**src/rtl/owp_cfg.svh**
```systemverilog
// constants of the odd word count framer: frame codes, crc setup, dword halves
// assumed to be included by the package and the framer only
`ifndef OWP_CFG_SVH
`define OWP_CFG_SVH

// frame type codes sit in the low byte of a frame's first dword (arbitrary values)
`define OWP_FT_ACTIVATE 8'h01
`define OWP_FT_PIO_SETUP 8'h02
`define OWP_FT_FP_SETUP 8'h03
`define OWP_FT_DATA 8'h04
`define OWP_FT_BITS 7:0
// frame check: crc-32 polynomial and seed
`define OWP_CRC_POLY 32'h04C11DB7
`define OWP_CRC_SEED 32'hFFFFFFFF
// 16-bit halves of a dword: earlier word low, later word high
`define OWP_LO 15:0
`define OWP_HI 31:16
`define OWP_PAD 16'h0000
// buffer entry layout {eof, sof, dword}
`define OWP_ENT_EOF 33
`define OWP_ENT_SOF 32
`define OWP_ENT_DW 31:0
`define OWP_BUF_FULL 2'h2
`define OWP_BUF_ONE 2'h1
`define OWP_BUF_EMPTY 2'h0

`endif

```
**src/rtl/owp_pkg.sv**
```systemverilog
// types shared by the odd word count framer
// assumes owp_cfg.svh is on the include path
`include "owp_cfg.svh"
package owp_pkg;
  typedef enum logic [2:0] {
    OP_LDMA_WR, OP_PIO_RD, OP_PIO_WR, OP_FP_RD, OP_FP_WR
  } owp_op_t;
  typedef enum logic [1:0] { FR_ACT, FR_PSET, FR_FPSET, FR_DATA } owp_frame_t;
  typedef enum logic [2:0] { ST_IDLE, ST_HDR, ST_PACK, ST_CRC, ST_RECV } owp_state_t;
endpackage

```
**src/rtl/owp_framer.sv**
```systemverilog
// device-side framer for odd 16-bit word counts over a 32-bit dword link
// assumes link and device core run on mclk; link strips crc of received frames
//
// Function
// - legacy dma write: device sends dma activate once command is processed.
// - sender's frame crc covers whole frame including pad half.
// - receiver uses expected count and drops pad in last dword's upper half.
// - pio read: one data frame, last dword's upper half padded.
// - pio write: device sends pio setup carrying the odd word count.
// - first-party dma: device sends setup with base address and odd count.
// - first-party dma write: one data frame after setup, last dword's upper half zero.
`timescale 1ns/100ps
`include "owp_cfg.svh"
`default_nettype none
module owp_framer
  import owp_pkg::*;
(
  input  wire logic        mclk,
  input  wire logic        reset,
  input  wire logic        cmd_valid,
  input  wire owp_op_t     cmd_op,
  input  wire logic [15:0] cmd_count,
  input  wire logic [31:0] cmd_addr,
  output logic             cmd_ready,
  output logic             done,
  input  wire logic        src_valid,
  input  wire logic [15:0] src_word,
  output logic             src_ready,
  output logic             tx_valid,
  output logic [31:0]      tx_data,
  output logic             tx_sof,
  output logic             tx_eof,
  input  wire logic        tx_ready,
  input  wire logic        rx_valid,
  input  wire logic [31:0] rx_data,
  input  wire logic        rx_sof,
  output logic             rx_ready,
  output logic             snk_valid,
  output logic [15:0]      snk_word,
  input  wire logic        snk_ready
);

  function automatic logic [31:0] crc_step(input logic [31:0] c, input logic [31:0] d);
    logic [31:0] r;
    r = c;
    for (int i = 31; i >= 0; i--) begin
      if (r[31] ^ d[i]) r = {r[30:0], 1'b0} ^ `OWP_CRC_POLY;
      else r = {r[30:0], 1'b0};
    end
    return r;
  endfunction

  // index of the last header dword of each frame kind
  function automatic logic [1:0] hdr_last(input owp_frame_t f);
    unique case (f)
      FR_ACT:   return 2'h0;
      FR_DATA:  return 2'h0;
      FR_PSET:  return 2'h1;
      FR_FPSET: return 2'h2;
    endcase
  endfunction

  function automatic logic [31:0] hdr_dword(input owp_frame_t f, input logic [1:0] i,
                                            input logic [31:0] a, input logic [15:0] n);
    logic [31:0] w;
    w = '0;
    if (i == 2'h0) begin
      unique case (f)
        FR_ACT:   w[`OWP_FT_BITS] = `OWP_FT_ACTIVATE;
        FR_PSET:  w[`OWP_FT_BITS] = `OWP_FT_PIO_SETUP;
        FR_FPSET: w[`OWP_FT_BITS] = `OWP_FT_FP_SETUP;
        FR_DATA:  w[`OWP_FT_BITS] = `OWP_FT_DATA;
      endcase
    end else if (f == FR_FPSET && i == 2'h1) begin
      w = a;
    end else begin
      w[`OWP_LO] = n;
    end
    return w;
  endfunction

  owp_state_t  st_q, st_d;
  owp_op_t     op_q, op_d;
  owp_frame_t  fr_q, fr_d;
  logic [1:0]  idx_q, idx_d;
  logic [15:0] cnt_q, cnt_d;
  logic [31:0] addr_q, addr_d;
  logic [15:0] rem_q, rem_d;
  logic [15:0] lo_q, lo_d;
  logic        have_lo_q, have_lo_d;
  logic [31:0] crc_q, crc_d;
  logic        done_q, done_d;
  logic        cmd_ready_q, cmd_ready_d;
  logic        src_ready_q, src_ready_d;
  logic        rx_ready_q, rx_ready_d;
  logic [31:0] hd_q, hd_d;
  logic        hv_q, hv_d;
  logic        half_q, half_d;
  logic        snk_valid_q, snk_valid_d;
  logic [15:0] snk_word_q, snk_word_d;
  logic        push;
  logic [33:0] push_ent;
  logic        room;
  logic [33:0] slot0_q, slot0_d, slot1_q, slot1_d;
  logic [1:0]  bcnt_q, bcnt_d;
  logic        tx_valid_q, tx_valid_d;
  logic        pop;

  assign room = (bcnt_q != `OWP_BUF_FULL);
  assign pop  = tx_valid_q && tx_ready;

  always_comb begin
    st_d = st_q;  op_d = op_q;  fr_d = fr_q;  idx_d = idx_q;
    cnt_d = cnt_q;  addr_d = addr_q;  rem_d = rem_q;
    lo_d = lo_q;  have_lo_d = have_lo_q;  crc_d = crc_q;
    hd_d = hd_q;  hv_d = hv_q;  half_d = half_q;
    snk_valid_d = snk_valid_q && !snk_ready;
    snk_word_d = snk_word_q;
    done_d = 1'b0;
    push = 1'b0;
    push_ent = '0;
    unique case (st_q)
      ST_IDLE: begin
        if (cmd_valid && cmd_ready_q) begin
          op_d = cmd_op;  cnt_d = cmd_count;  addr_d = cmd_addr;  rem_d = cmd_count;
          idx_d = 2'h0;  crc_d = `OWP_CRC_SEED;  have_lo_d = 1'b0;
          st_d = ST_HDR;
          unique case (cmd_op)
            OP_LDMA_WR: fr_d = FR_ACT;
            OP_PIO_RD:  fr_d = FR_DATA;
            OP_PIO_WR:  fr_d = FR_PSET;
            default:    fr_d = FR_FPSET;
          endcase
        end
      end
      ST_HDR: begin
        if (room) begin
          push = 1'b1;
          push_ent = {1'b0, idx_q == 2'h0, hdr_dword(fr_q, idx_q, addr_q, cnt_q)};
          crc_d = crc_step(crc_q, push_ent[`OWP_ENT_DW]);
          if (idx_q == hdr_last(fr_q)) begin
            idx_d = 2'h0;
            if (fr_q == FR_DATA && rem_q != 16'h0) st_d = ST_PACK;
            else st_d = ST_CRC;
          end else begin
            idx_d = idx_q + 2'h1;
          end
        end
      end
      ST_PACK: begin
        // src_ready_q only stands while the buffer has room, so a push here never stalls
        if (src_valid && src_ready_q) begin
          rem_d = rem_q - 16'h1;
          if (have_lo_q) begin
            push = 1'b1;
            push_ent = {2'b00, src_word, lo_q};
            have_lo_d = 1'b0;
          end else if (rem_q == 16'h1) begin
            push = 1'b1;
            push_ent = {2'b00, `OWP_PAD, src_word};
          end else begin
            lo_d = src_word;
            have_lo_d = 1'b1;
          end
          if (push) crc_d = crc_step(crc_q, push_ent[`OWP_ENT_DW]);
          if (rem_d == 16'h0) st_d = ST_CRC;
        end
      end
      ST_CRC: begin
        if (room) begin
          push = 1'b1;
          push_ent = {1'b1, 1'b0, crc_q};
          crc_d = `OWP_CRC_SEED;
          rem_d = cnt_q;
          if (fr_q == FR_FPSET && op_q == OP_FP_WR) begin
            fr_d = FR_DATA;
            st_d = ST_HDR;
          end else if (op_q == OP_PIO_RD || op_q == OP_FP_WR) begin
            st_d = ST_IDLE;
            done_d = 1'b1;
          end else begin
            st_d = ST_RECV;
            hv_d = 1'b0;
          end
        end
      end
      ST_RECV: begin
        // frame headers are dropped; the host may split data over several frames
        if (rx_valid && rx_ready_q && !rx_sof) begin
          hd_d = rx_data;
          hv_d = 1'b1;
          half_d = 1'b0;
        end
        if (hv_q && (!snk_valid_q || snk_ready)) begin
          snk_valid_d = 1'b1;
          snk_word_d = half_q ? hd_q[`OWP_HI] : hd_q[`OWP_LO];
          rem_d = rem_q - 16'h1;
          if (half_q || rem_q == 16'h1) hv_d = 1'b0;
          else half_d = 1'b1;
        end
        if (rem_q == 16'h0 && !hv_q) begin
          st_d = ST_IDLE;
          done_d = 1'b1;
        end
      end
      default: st_d = ST_IDLE;
    endcase
    cmd_ready_d = (st_d == ST_IDLE);
    rx_ready_d  = (st_d == ST_RECV) && !hv_d && (rem_d != 16'h0);
  end

  // two-entry buffer toward the link: head always in slot0 so the outputs are flops
  always_comb begin
    slot0_d = slot0_q;
    slot1_d = slot1_q;
    bcnt_d = bcnt_q;
    unique case ({push, pop})
      2'b01: begin
        slot0_d = slot1_q;
        bcnt_d = bcnt_q - 2'h1;
      end
      2'b10: begin
        if (bcnt_q == `OWP_BUF_EMPTY) slot0_d = push_ent;
        else slot1_d = push_ent;
        bcnt_d = bcnt_q + 2'h1;
      end
      2'b11: begin
        if (bcnt_q == `OWP_BUF_ONE) begin
          slot0_d = push_ent;
        end else begin
          slot0_d = slot1_q;
          slot1_d = push_ent;
        end
      end
      default: bcnt_d = bcnt_q;
    endcase
    tx_valid_d = (bcnt_d != `OWP_BUF_EMPTY);
  end

  assign src_ready_d = (st_d == ST_PACK) && (rem_d != 16'h0) && (bcnt_d != `OWP_BUF_FULL);

  always_ff @(posedge mclk) begin
    if (reset) begin
      st_q <= ST_IDLE;  op_q <= OP_LDMA_WR;  fr_q <= FR_ACT;  idx_q <= 2'h0;
      cnt_q <= 16'h0;  addr_q <= 32'h0;  rem_q <= 16'h0;
      lo_q <= 16'h0;  have_lo_q <= 1'b0;  crc_q <= `OWP_CRC_SEED;
      done_q <= 1'b0;  cmd_ready_q <= 1'b0;  src_ready_q <= 1'b0;  rx_ready_q <= 1'b0;
      hd_q <= 32'h0;  hv_q <= 1'b0;  half_q <= 1'b0;
      snk_valid_q <= 1'b0;  snk_word_q <= 16'h0;
    end else begin
      st_q <= st_d;  op_q <= op_d;  fr_q <= fr_d;  idx_q <= idx_d;
      cnt_q <= cnt_d;  addr_q <= addr_d;  rem_q <= rem_d;
      lo_q <= lo_d;  have_lo_q <= have_lo_d;  crc_q <= crc_d;
      done_q <= done_d;  cmd_ready_q <= cmd_ready_d;
      src_ready_q <= src_ready_d;  rx_ready_q <= rx_ready_d;
      hd_q <= hd_d;  hv_q <= hv_d;  half_q <= half_d;
      snk_valid_q <= snk_valid_d;  snk_word_q <= snk_word_d;
    end
  end

  always_ff @(posedge mclk) begin
    if (reset) begin
      slot0_q <= '0;
      slot1_q <= '0;
      bcnt_q <= `OWP_BUF_EMPTY;
      tx_valid_q <= 1'b0;
    end else begin
      slot0_q <= slot0_d;
      slot1_q <= slot1_d;
      bcnt_q <= bcnt_d;
      tx_valid_q <= tx_valid_d;
    end
  end

  assign cmd_ready = cmd_ready_q;
  assign done      = done_q;
  assign src_ready = src_ready_q;
  assign tx_valid  = tx_valid_q;
  assign tx_data   = slot0_q[`OWP_ENT_DW];
  assign tx_sof    = slot0_q[`OWP_ENT_SOF];
  assign tx_eof    = slot0_q[`OWP_ENT_EOF];
  assign rx_ready  = rx_ready_q;
  assign snk_valid = snk_valid_q;
  assign snk_word  = snk_word_q;

endmodule // owp_framer
`default_nettype wire

```
**config.mk**
```make
export PLATFORM = sky130hd
export DESIGN_NAME = owp_framer
export DESIGN_NICKNAME = d
export VERILOG_FILES = /design/src/rtl/owp_pkg.sv /design/src/rtl/owp_framer.sv
export VERILOG_INCLUDE_DIRS = /design/src /design/src/rtl
export SDC_FILE = /design/constraint.sdc
export NUM_CORES = 1
export LEC_CHECK = 0
export BUFFER_PORTS_ARGS = -buffer_cell sky130_fd_sc_hd__buf_2
export CORE_MARGIN = 2
export CORE_UTILIZATION = 50
export DETAILED_ROUTE_END_ITERATION = 8
export PLACE_DENSITY = 0.67
export SETUP_SLACK_MARGIN = 0.2
export SLEW_MARGIN = 10
export SYNTH_ARGS = -nofsm -noshare
export SYNTH_HDL_FRONTEND = slang
export SYNTH_SLANG_ARGS = --single-unit
```
**constraint.sdc**
```tcl
create_clock -name mclk -period 6.5 [get_ports mclk]
set_input_delay 1.3 -clock mclk [delete_from_list [all_inputs] [get_ports mclk]]
set_output_delay 1.3 -clock mclk [all_outputs]
set_load 0.1 [all_outputs]
```
==> results.yml, run 1 <==
run_status:
  run_status: "completed"
die:
  start_util_pct: 50.6
  io_pins: 163
  coreArea_um2: 37600
  fp.dieW_um: 199
  num_rows: 71
  die_area_um2: 39600
  dieHeight_um: 199
critical_path:
  required_ns: 6.96
  path_class: "register to register"
  crit_path_max_fanout: 46
  rr_worst_depth: 13
  worst-r2r-setup-slack_ns: 1.00
  endpoint_kind: "register"
  start_kind: "register"
  reg2reg_to: "crc_q[16]$_SDFFE_PP1P_"
  r2r-start: "fr_q[0]$_SDFFE_PP0P_"
  arrival_ns: 5.96
sta:
  worstMarginPinSlew_ns: 1.26
  finClkSkew_ns: 0.0232
  max_freq_ghz: 0.182
  maxSlewViolCount: 0
  whs_ns: 0.453
  finalHoldViolations: 0
  period_share_pct: 84.5
  setup_violations: 0
  relSlewSlack_pct: 15.6
  grt_setup_unrepaired: "false"
  finalCriticalPeriod_ns: 5.50
  tns_ns: 0
cells_and_area:
  syn_to_final_growth_pct: 10.8
  finalNetCount: 2261
  register_area_um2: 4980
  final_core_util_pct: 56.1
  fillers: 3433
  multi_input_area_um2: 13400
  drive_gt1_share_pct: 15.8
routing:
  dr.first_iter.drc_count: 1653
  wl_per_cell_um: 22.5
  vias: 15500
  wl_um: 60100
  drc: 0
  firstDrtPassIters: 8
  viasPerCell: 5.80
  ant_nets: 0
synth:
  synth_cells: 2059
  synth.largest_area_cell: "dfxtp_1"
  postSynthAreaPerCell_um2: 9.23
  synthArstFlopShare_pct: 0
  synth_edf_count: 0
  yosysUniqueCellTypes: 67
  ys_ff_latch: 249
  synth_top_area_share_pct: 26.2
  ys_seq_area_share_pct: 26.2
  synth_fp_nets: 2184
  synth_warnings: 0
  syn_area_um2: 19000
  synthTopCellsByArea: "dfxtp_1 26%, xnor2_1 12%, xnor3_1 12%"
  synthFlopType: "dfxtp_1"
min_path:
  hold_path.class: "register to register"
  hold_end: "hd_q[14]$_SDFFE_PP0P_"
  hold_depth: 2
  hp-start: "hd_q[14]$_SDFFE_PP0P_"
placement:
  dp_hpwl_um: 45900
  place.gp.congestion: 0.935
  portBuffers: 162
cts:
  numCtsBuffers: 28
  cts_buffer_depth: 3
  clk_latency_ns: 0.58
  cts_max_level: 1
  clk_pin_slew_ns: 0.07
  cts_setup_buffers: 0
  holdBufCountCts: 0
  cts-resized-gates: 0
  numClockSinks: 249
  root_buffer: "clkbuf_16"
  cts_tree: "done"
grt:
  grt.busiest_layer: "met2"
  grt_pass1_wl_um: 89400
  grt_max_degree: 96
  use_met2_pct: 48.5
  grt_use_total_pct: 30.0
  grt_use_met3_pct: 4.10
  antenna_found_initial: 6
  grt_pass1_vias: 14600
  gr-total-overflow: 0
  use_met1_pct: 41.1
run:
  max_cap_violations: 0
==> layer usage <==
| metal | vias up | share of wire, % |
|---|---|---|
| met5 | - | 0.086 |
| met4 | 8 | 3.7 |
| met3 | 109 | 8.0 |
| met2 | 670 | 46 |
| met1 | 7444 | 42 |
| li1 | 7260 | - |
==> cells by family after synthesis <==
family          count (synthesis)  synth area share [%]
fa+ha+maj                      18                  1.18
flops                         249                  26.2
mux                            47                  2.49
compound gates                438                  14.8
buf+inv                       165                  3.70
xor+xnor                      549                  37.9
simple gates                  593                  13.7
==> stage by stage <==
stage | instances | worst slack (ns) | instance area, um2
CTS | 2669 | 1.06 | 21100
global route | 2669 | 0.720 | 21100
floorplan | 2059 | 1.57 | 19000
detailed placement | 2617 | 1.09 | 20100
finish | 2670 | 1.00 | 21100
global placement | 2617 | 1.12 | 20100
==> worst max-delay path: stages (launching register included) <==
cell	delay [ns]
dfxtp_1	0.35
inv_1	0.12
ha_2	0.82
nand4b_1	0.25
xor2_2	0.51
xnor3_1	0.55
xor2_2	0.50
xnor2_1	0.28
xnor3_2	0.61
xor2_1	0.35
xnor3_1	0.50
xor2_1	0.16
a221oi_1	0.31
nor2_1	0.07
==> cell usage after synthesis (all sizes together), types with 5 or more instances <==
master	instances
a221oi	14
nand2	282
a311oi	18
a31oi	9
nand3	26
o21a	7
buf	40
a21bo	11
o21ai	54
clkbuf	103
nand4b	16
nor3	14
ha	18
dfxtp	249
nand2b	7
and2	5
nor2	201
xor3	17
mux2i	44
xor2	131
and4	5
inv	21
a222oi	13
a211oi	60
a22oi	19
nor4	8
o22ai	10
a21oi	178
o32ai	5
xnor2	287
o211ai	16
xnor3	114
o221ai	6
nand4	5
==> cell type report <==
type,count,area share (%)
inverters,22,0.392
multi-input cells,1645,63.5
clock inverters,19,1.02
diodes,1,0.0119
repair buffers,190,4.88
clock buffers,33,3.51
well taps,511,3.03
flip-flops and latches,249,23.7
==> sequential cells by signal, indices dropped and copies added, names as in the netlist, 3 cells and up <==
signal,cells
crc_q,32
rem_q,16
addr_q,32
hd_q,32
slot0_q,34
st_q,3
cnt_q,16
op_q,3
snk_word,16
slot1_q,34
lo_q,16
==> cell usage in the layout (no fill, tap or decap), types with 20 or more instances in the layout <==
cell type	instances
nand3_1	26
buf_2	161
xor2_1	108
mux2i_1	43
xnor3_1	101
nand2_1	281
nor2_1	199
dfxtp_1	249
o21ai_0	49
a211oi_1	60
xnor2_1	260
inv_1	20
clkbuf_16	28
a21oi_1	175
buf_4	28
==> worst max-delay path by stage <==
stage                         startpoint  cells past startpoint                endpoint  slack, ns
floorplan                   src_word[15]                     12  crc_q[11]$_SDFFE_PP1P_       1.57
global placement            src_word[14]                     12  crc_q[10]$_SDFFE_PP1P_       1.12
detailed placement          src_word[14]                     12  crc_q[10]$_SDFFE_PP1P_       1.09
CTS                 fr_q[0]$_SDFFE_PP0P_                     13  crc_q[16]$_SDFFE_PP1P_       1.06
global route        fr_q[0]$_SDFFE_PP0P_                     12  crc_q[11]$_SDFFE_PP1P_       0.72
finish              fr_q[0]$_SDFFE_PP0P_                     13  crc_q[16]$_SDFFE_PP1P_       1.00
Power of run 1 is not shown: default switching activity piles up to over one toggle a cycle in this logic, so the estimate is an artifact.
==> inputs of run 2 (changes only) <==
- clock period: 6.5 -> 5.4 ns (I/O delays scaled with it)
==> run 2 against run 1 <==
  * Design area rose by 1.2%
  * Sequential cell count did not move
  * Critical path depth down 1
  * Setup slack worse by 0.58 ns
  * Largest cell class unchanged
  * Utilization is 0.70 points higher
  * Highest routed layer unchanged
==> results.yml, run 2 (synthesis results as in run 1) <==
die:
  start_util_pct: 50.6
  coreArea_um2: 37600
  die_area_um2: 39600
  num_rows: 71
  io_pins: 163
  dieHeight_um: 199
  fp.dieW_um: 199
sta:
  finClkSkew_ns: 0.0121
  fin_ws_ns: 0.423
  tns_ns: 0
  worstMarginPinSlew_ns: 1.21
  setup_violations: 0
  finalHoldViolations: 0
  finalCriticalPeriod_ns: 4.98
  maxSlewViolCount: 0
  relSlewSlack_pct: 19.3
  max_freq_ghz: 0.201
  grt_setup_unrepaired: "false"
  period_share_pct: 92.2
cells_and_area:
  fillers: 3398
  reg_top3: "slot0_q: 34 flops, slot1_q: 34 flops"
  syn_to_final_growth_pct: 12.2
  diodes: 0
  mostFrequentLayoutCells: "281 x nand2_1, 259 x xnor2_1, 249 x dfxtp_1, 198 x nor2_1, 175 x a21oi_1"
  drive_gt1_share_pct: 17.3
  multi_input_area_um2: 13400
  register_area_um2: 4980
  final_cells: 2703
  final_common_cell: "nand2_1"
  finalNetCount: 2296
routing:
  wl_um: 60600
  viasPerCell: 5.78
  wl_met1_um: 24900
  top_layer_used: "met5"
  wl_met2_um: 27900
  firstDrtPassIters: 9
  drc: 0
  vias: 15600
  ant_nets: 0
  wl_met3_um: 5080
  dr.first_iter.drc_count: 1733
  wl_per_cell_um: 22.4
cts:
  cts_tree: "done"
  cts_buffer_depth: 3
  cts_max_level: 1
  clk_latency_ns: 0.57
  numClockSinks: 249
  numCtsBuffers: 27
  clk_pin_slew_ns: 0.06
  root_buffer: "clkbuf_16"
critical_path:
  endpoint_kind: "register"
  path_class: "register to register"
  start_kind: "register"
  worst_path_max_delay_cell: "xnor3_1"
  critPathTopFamily: "XOR/XNOR gates"
  crit_buf_inv: 0
  required_ns: 5.81
  cpPeakStageDelay_ns: 0.66
  worstPathCellList: "ha_1, nor4b_1, nand4_1, o21ai_0, xnor2_1, xnor3_1, xnor3_1, xnor3_1, xnor2_1, o21ai_0, a211oi_1, o21ai_0"
  crit_path_max_fanout: 7
  arrival_ns: 5.39
placement:
  place_inst: 2653
  place.gp.congestion: 0.948
  dp_hpwl_um: 46500
  preCtsSetupSlack_ns: 0.327
  portBuffers: 162
grt:
  antenna_found_initial: 2
  grt_pass1_wl_um: 90200
  gr-total-overflow: 0
  grt_use_total_pct: 30.5
  grt_pass1_vias: 14900
  grt_max_degree: 115
min_path:
  hold_path.class: "register to register"
run_status:
  run_status: "completed"
run:
  max_cap_violations: 0
## run 2: cell types whose count changed in the layout (fill, tap and decap cells not counted), moves of 2 or more
cell,change
buf_12,+2
buf_4,+34
bufinv_16,-2
clkbuf_1,-2
clkbuf_8,+3
clkinv_2,+2
clkinvlp_4,-4
## run 2: layout make-up
type                    instances  area share (%)
multi-input cells            1645            62.8
flip-flops and latches        249            23.4
clock buffers                  33            3.51
well taps                     511            3.00
repair buffers                226            6.20
clock inverters                17           0.727
inverters                      22           0.387
## run 2: tightest hold or removal path, cell delays in order, from the launching register on
cell     delay [ns]
dfxtp_1        0.31
nand2_1        0.05
a21oi_1        0.05
## run 2: worst paths after layout
path | startpoint | to | slack, ns | depth (start not counted)
max | rem_q[0]$_SDFF_PP0_ | crc_q[1]$_SDFFE_PP1P_ | 0.42 | 12
min | hd_q[7]$_SDFFE_PP0P_ | hd_q[7]$_SDFFE_PP0P_ | 0.45 | 2
max reg2reg | rem_q[0]$_SDFF_PP0_ | crc_q[1]$_SDFFE_PP1P_ | 0.42 | 12
min reg2reg | hd_q[7]$_SDFFE_PP0P_ | hd_q[7]$_SDFFE_PP0P_ | 0.45 | 2
## run 2: metal layers
metal | global-route usage [%] | vias up
li1 | - | 7317
met1 | 40.6 | 7436
met2 | 49.3 | 723
met3 | 4.90 | 134
met4 | 12.6 | 4
met5 | 0 | -
## run 2: timing repair
action | CTS | global route
setup buffers | 0 | 0
resized for setup | 0 | 3
endpoints found under the setup margin | 0 | 19
hold buffers | 0 | 0
## run 2: stage by stage
step / instance area [um2] / hold WS [ns] / utilization (%)
6_report: 21300 / 0.452 / 56.8
2_1_floorplan: 19000 / 0.436 / -
3_3_place_gp: 20400 / 0.442 / 54.3
3_5_place_dp: 20400 / 0.446 / 54.3
4_1_cts: 21300 / 0.455 / 56.7
5_1_grt: 21300 / 0.471 / 56.8
Power of run 2 is left out for the same reason.
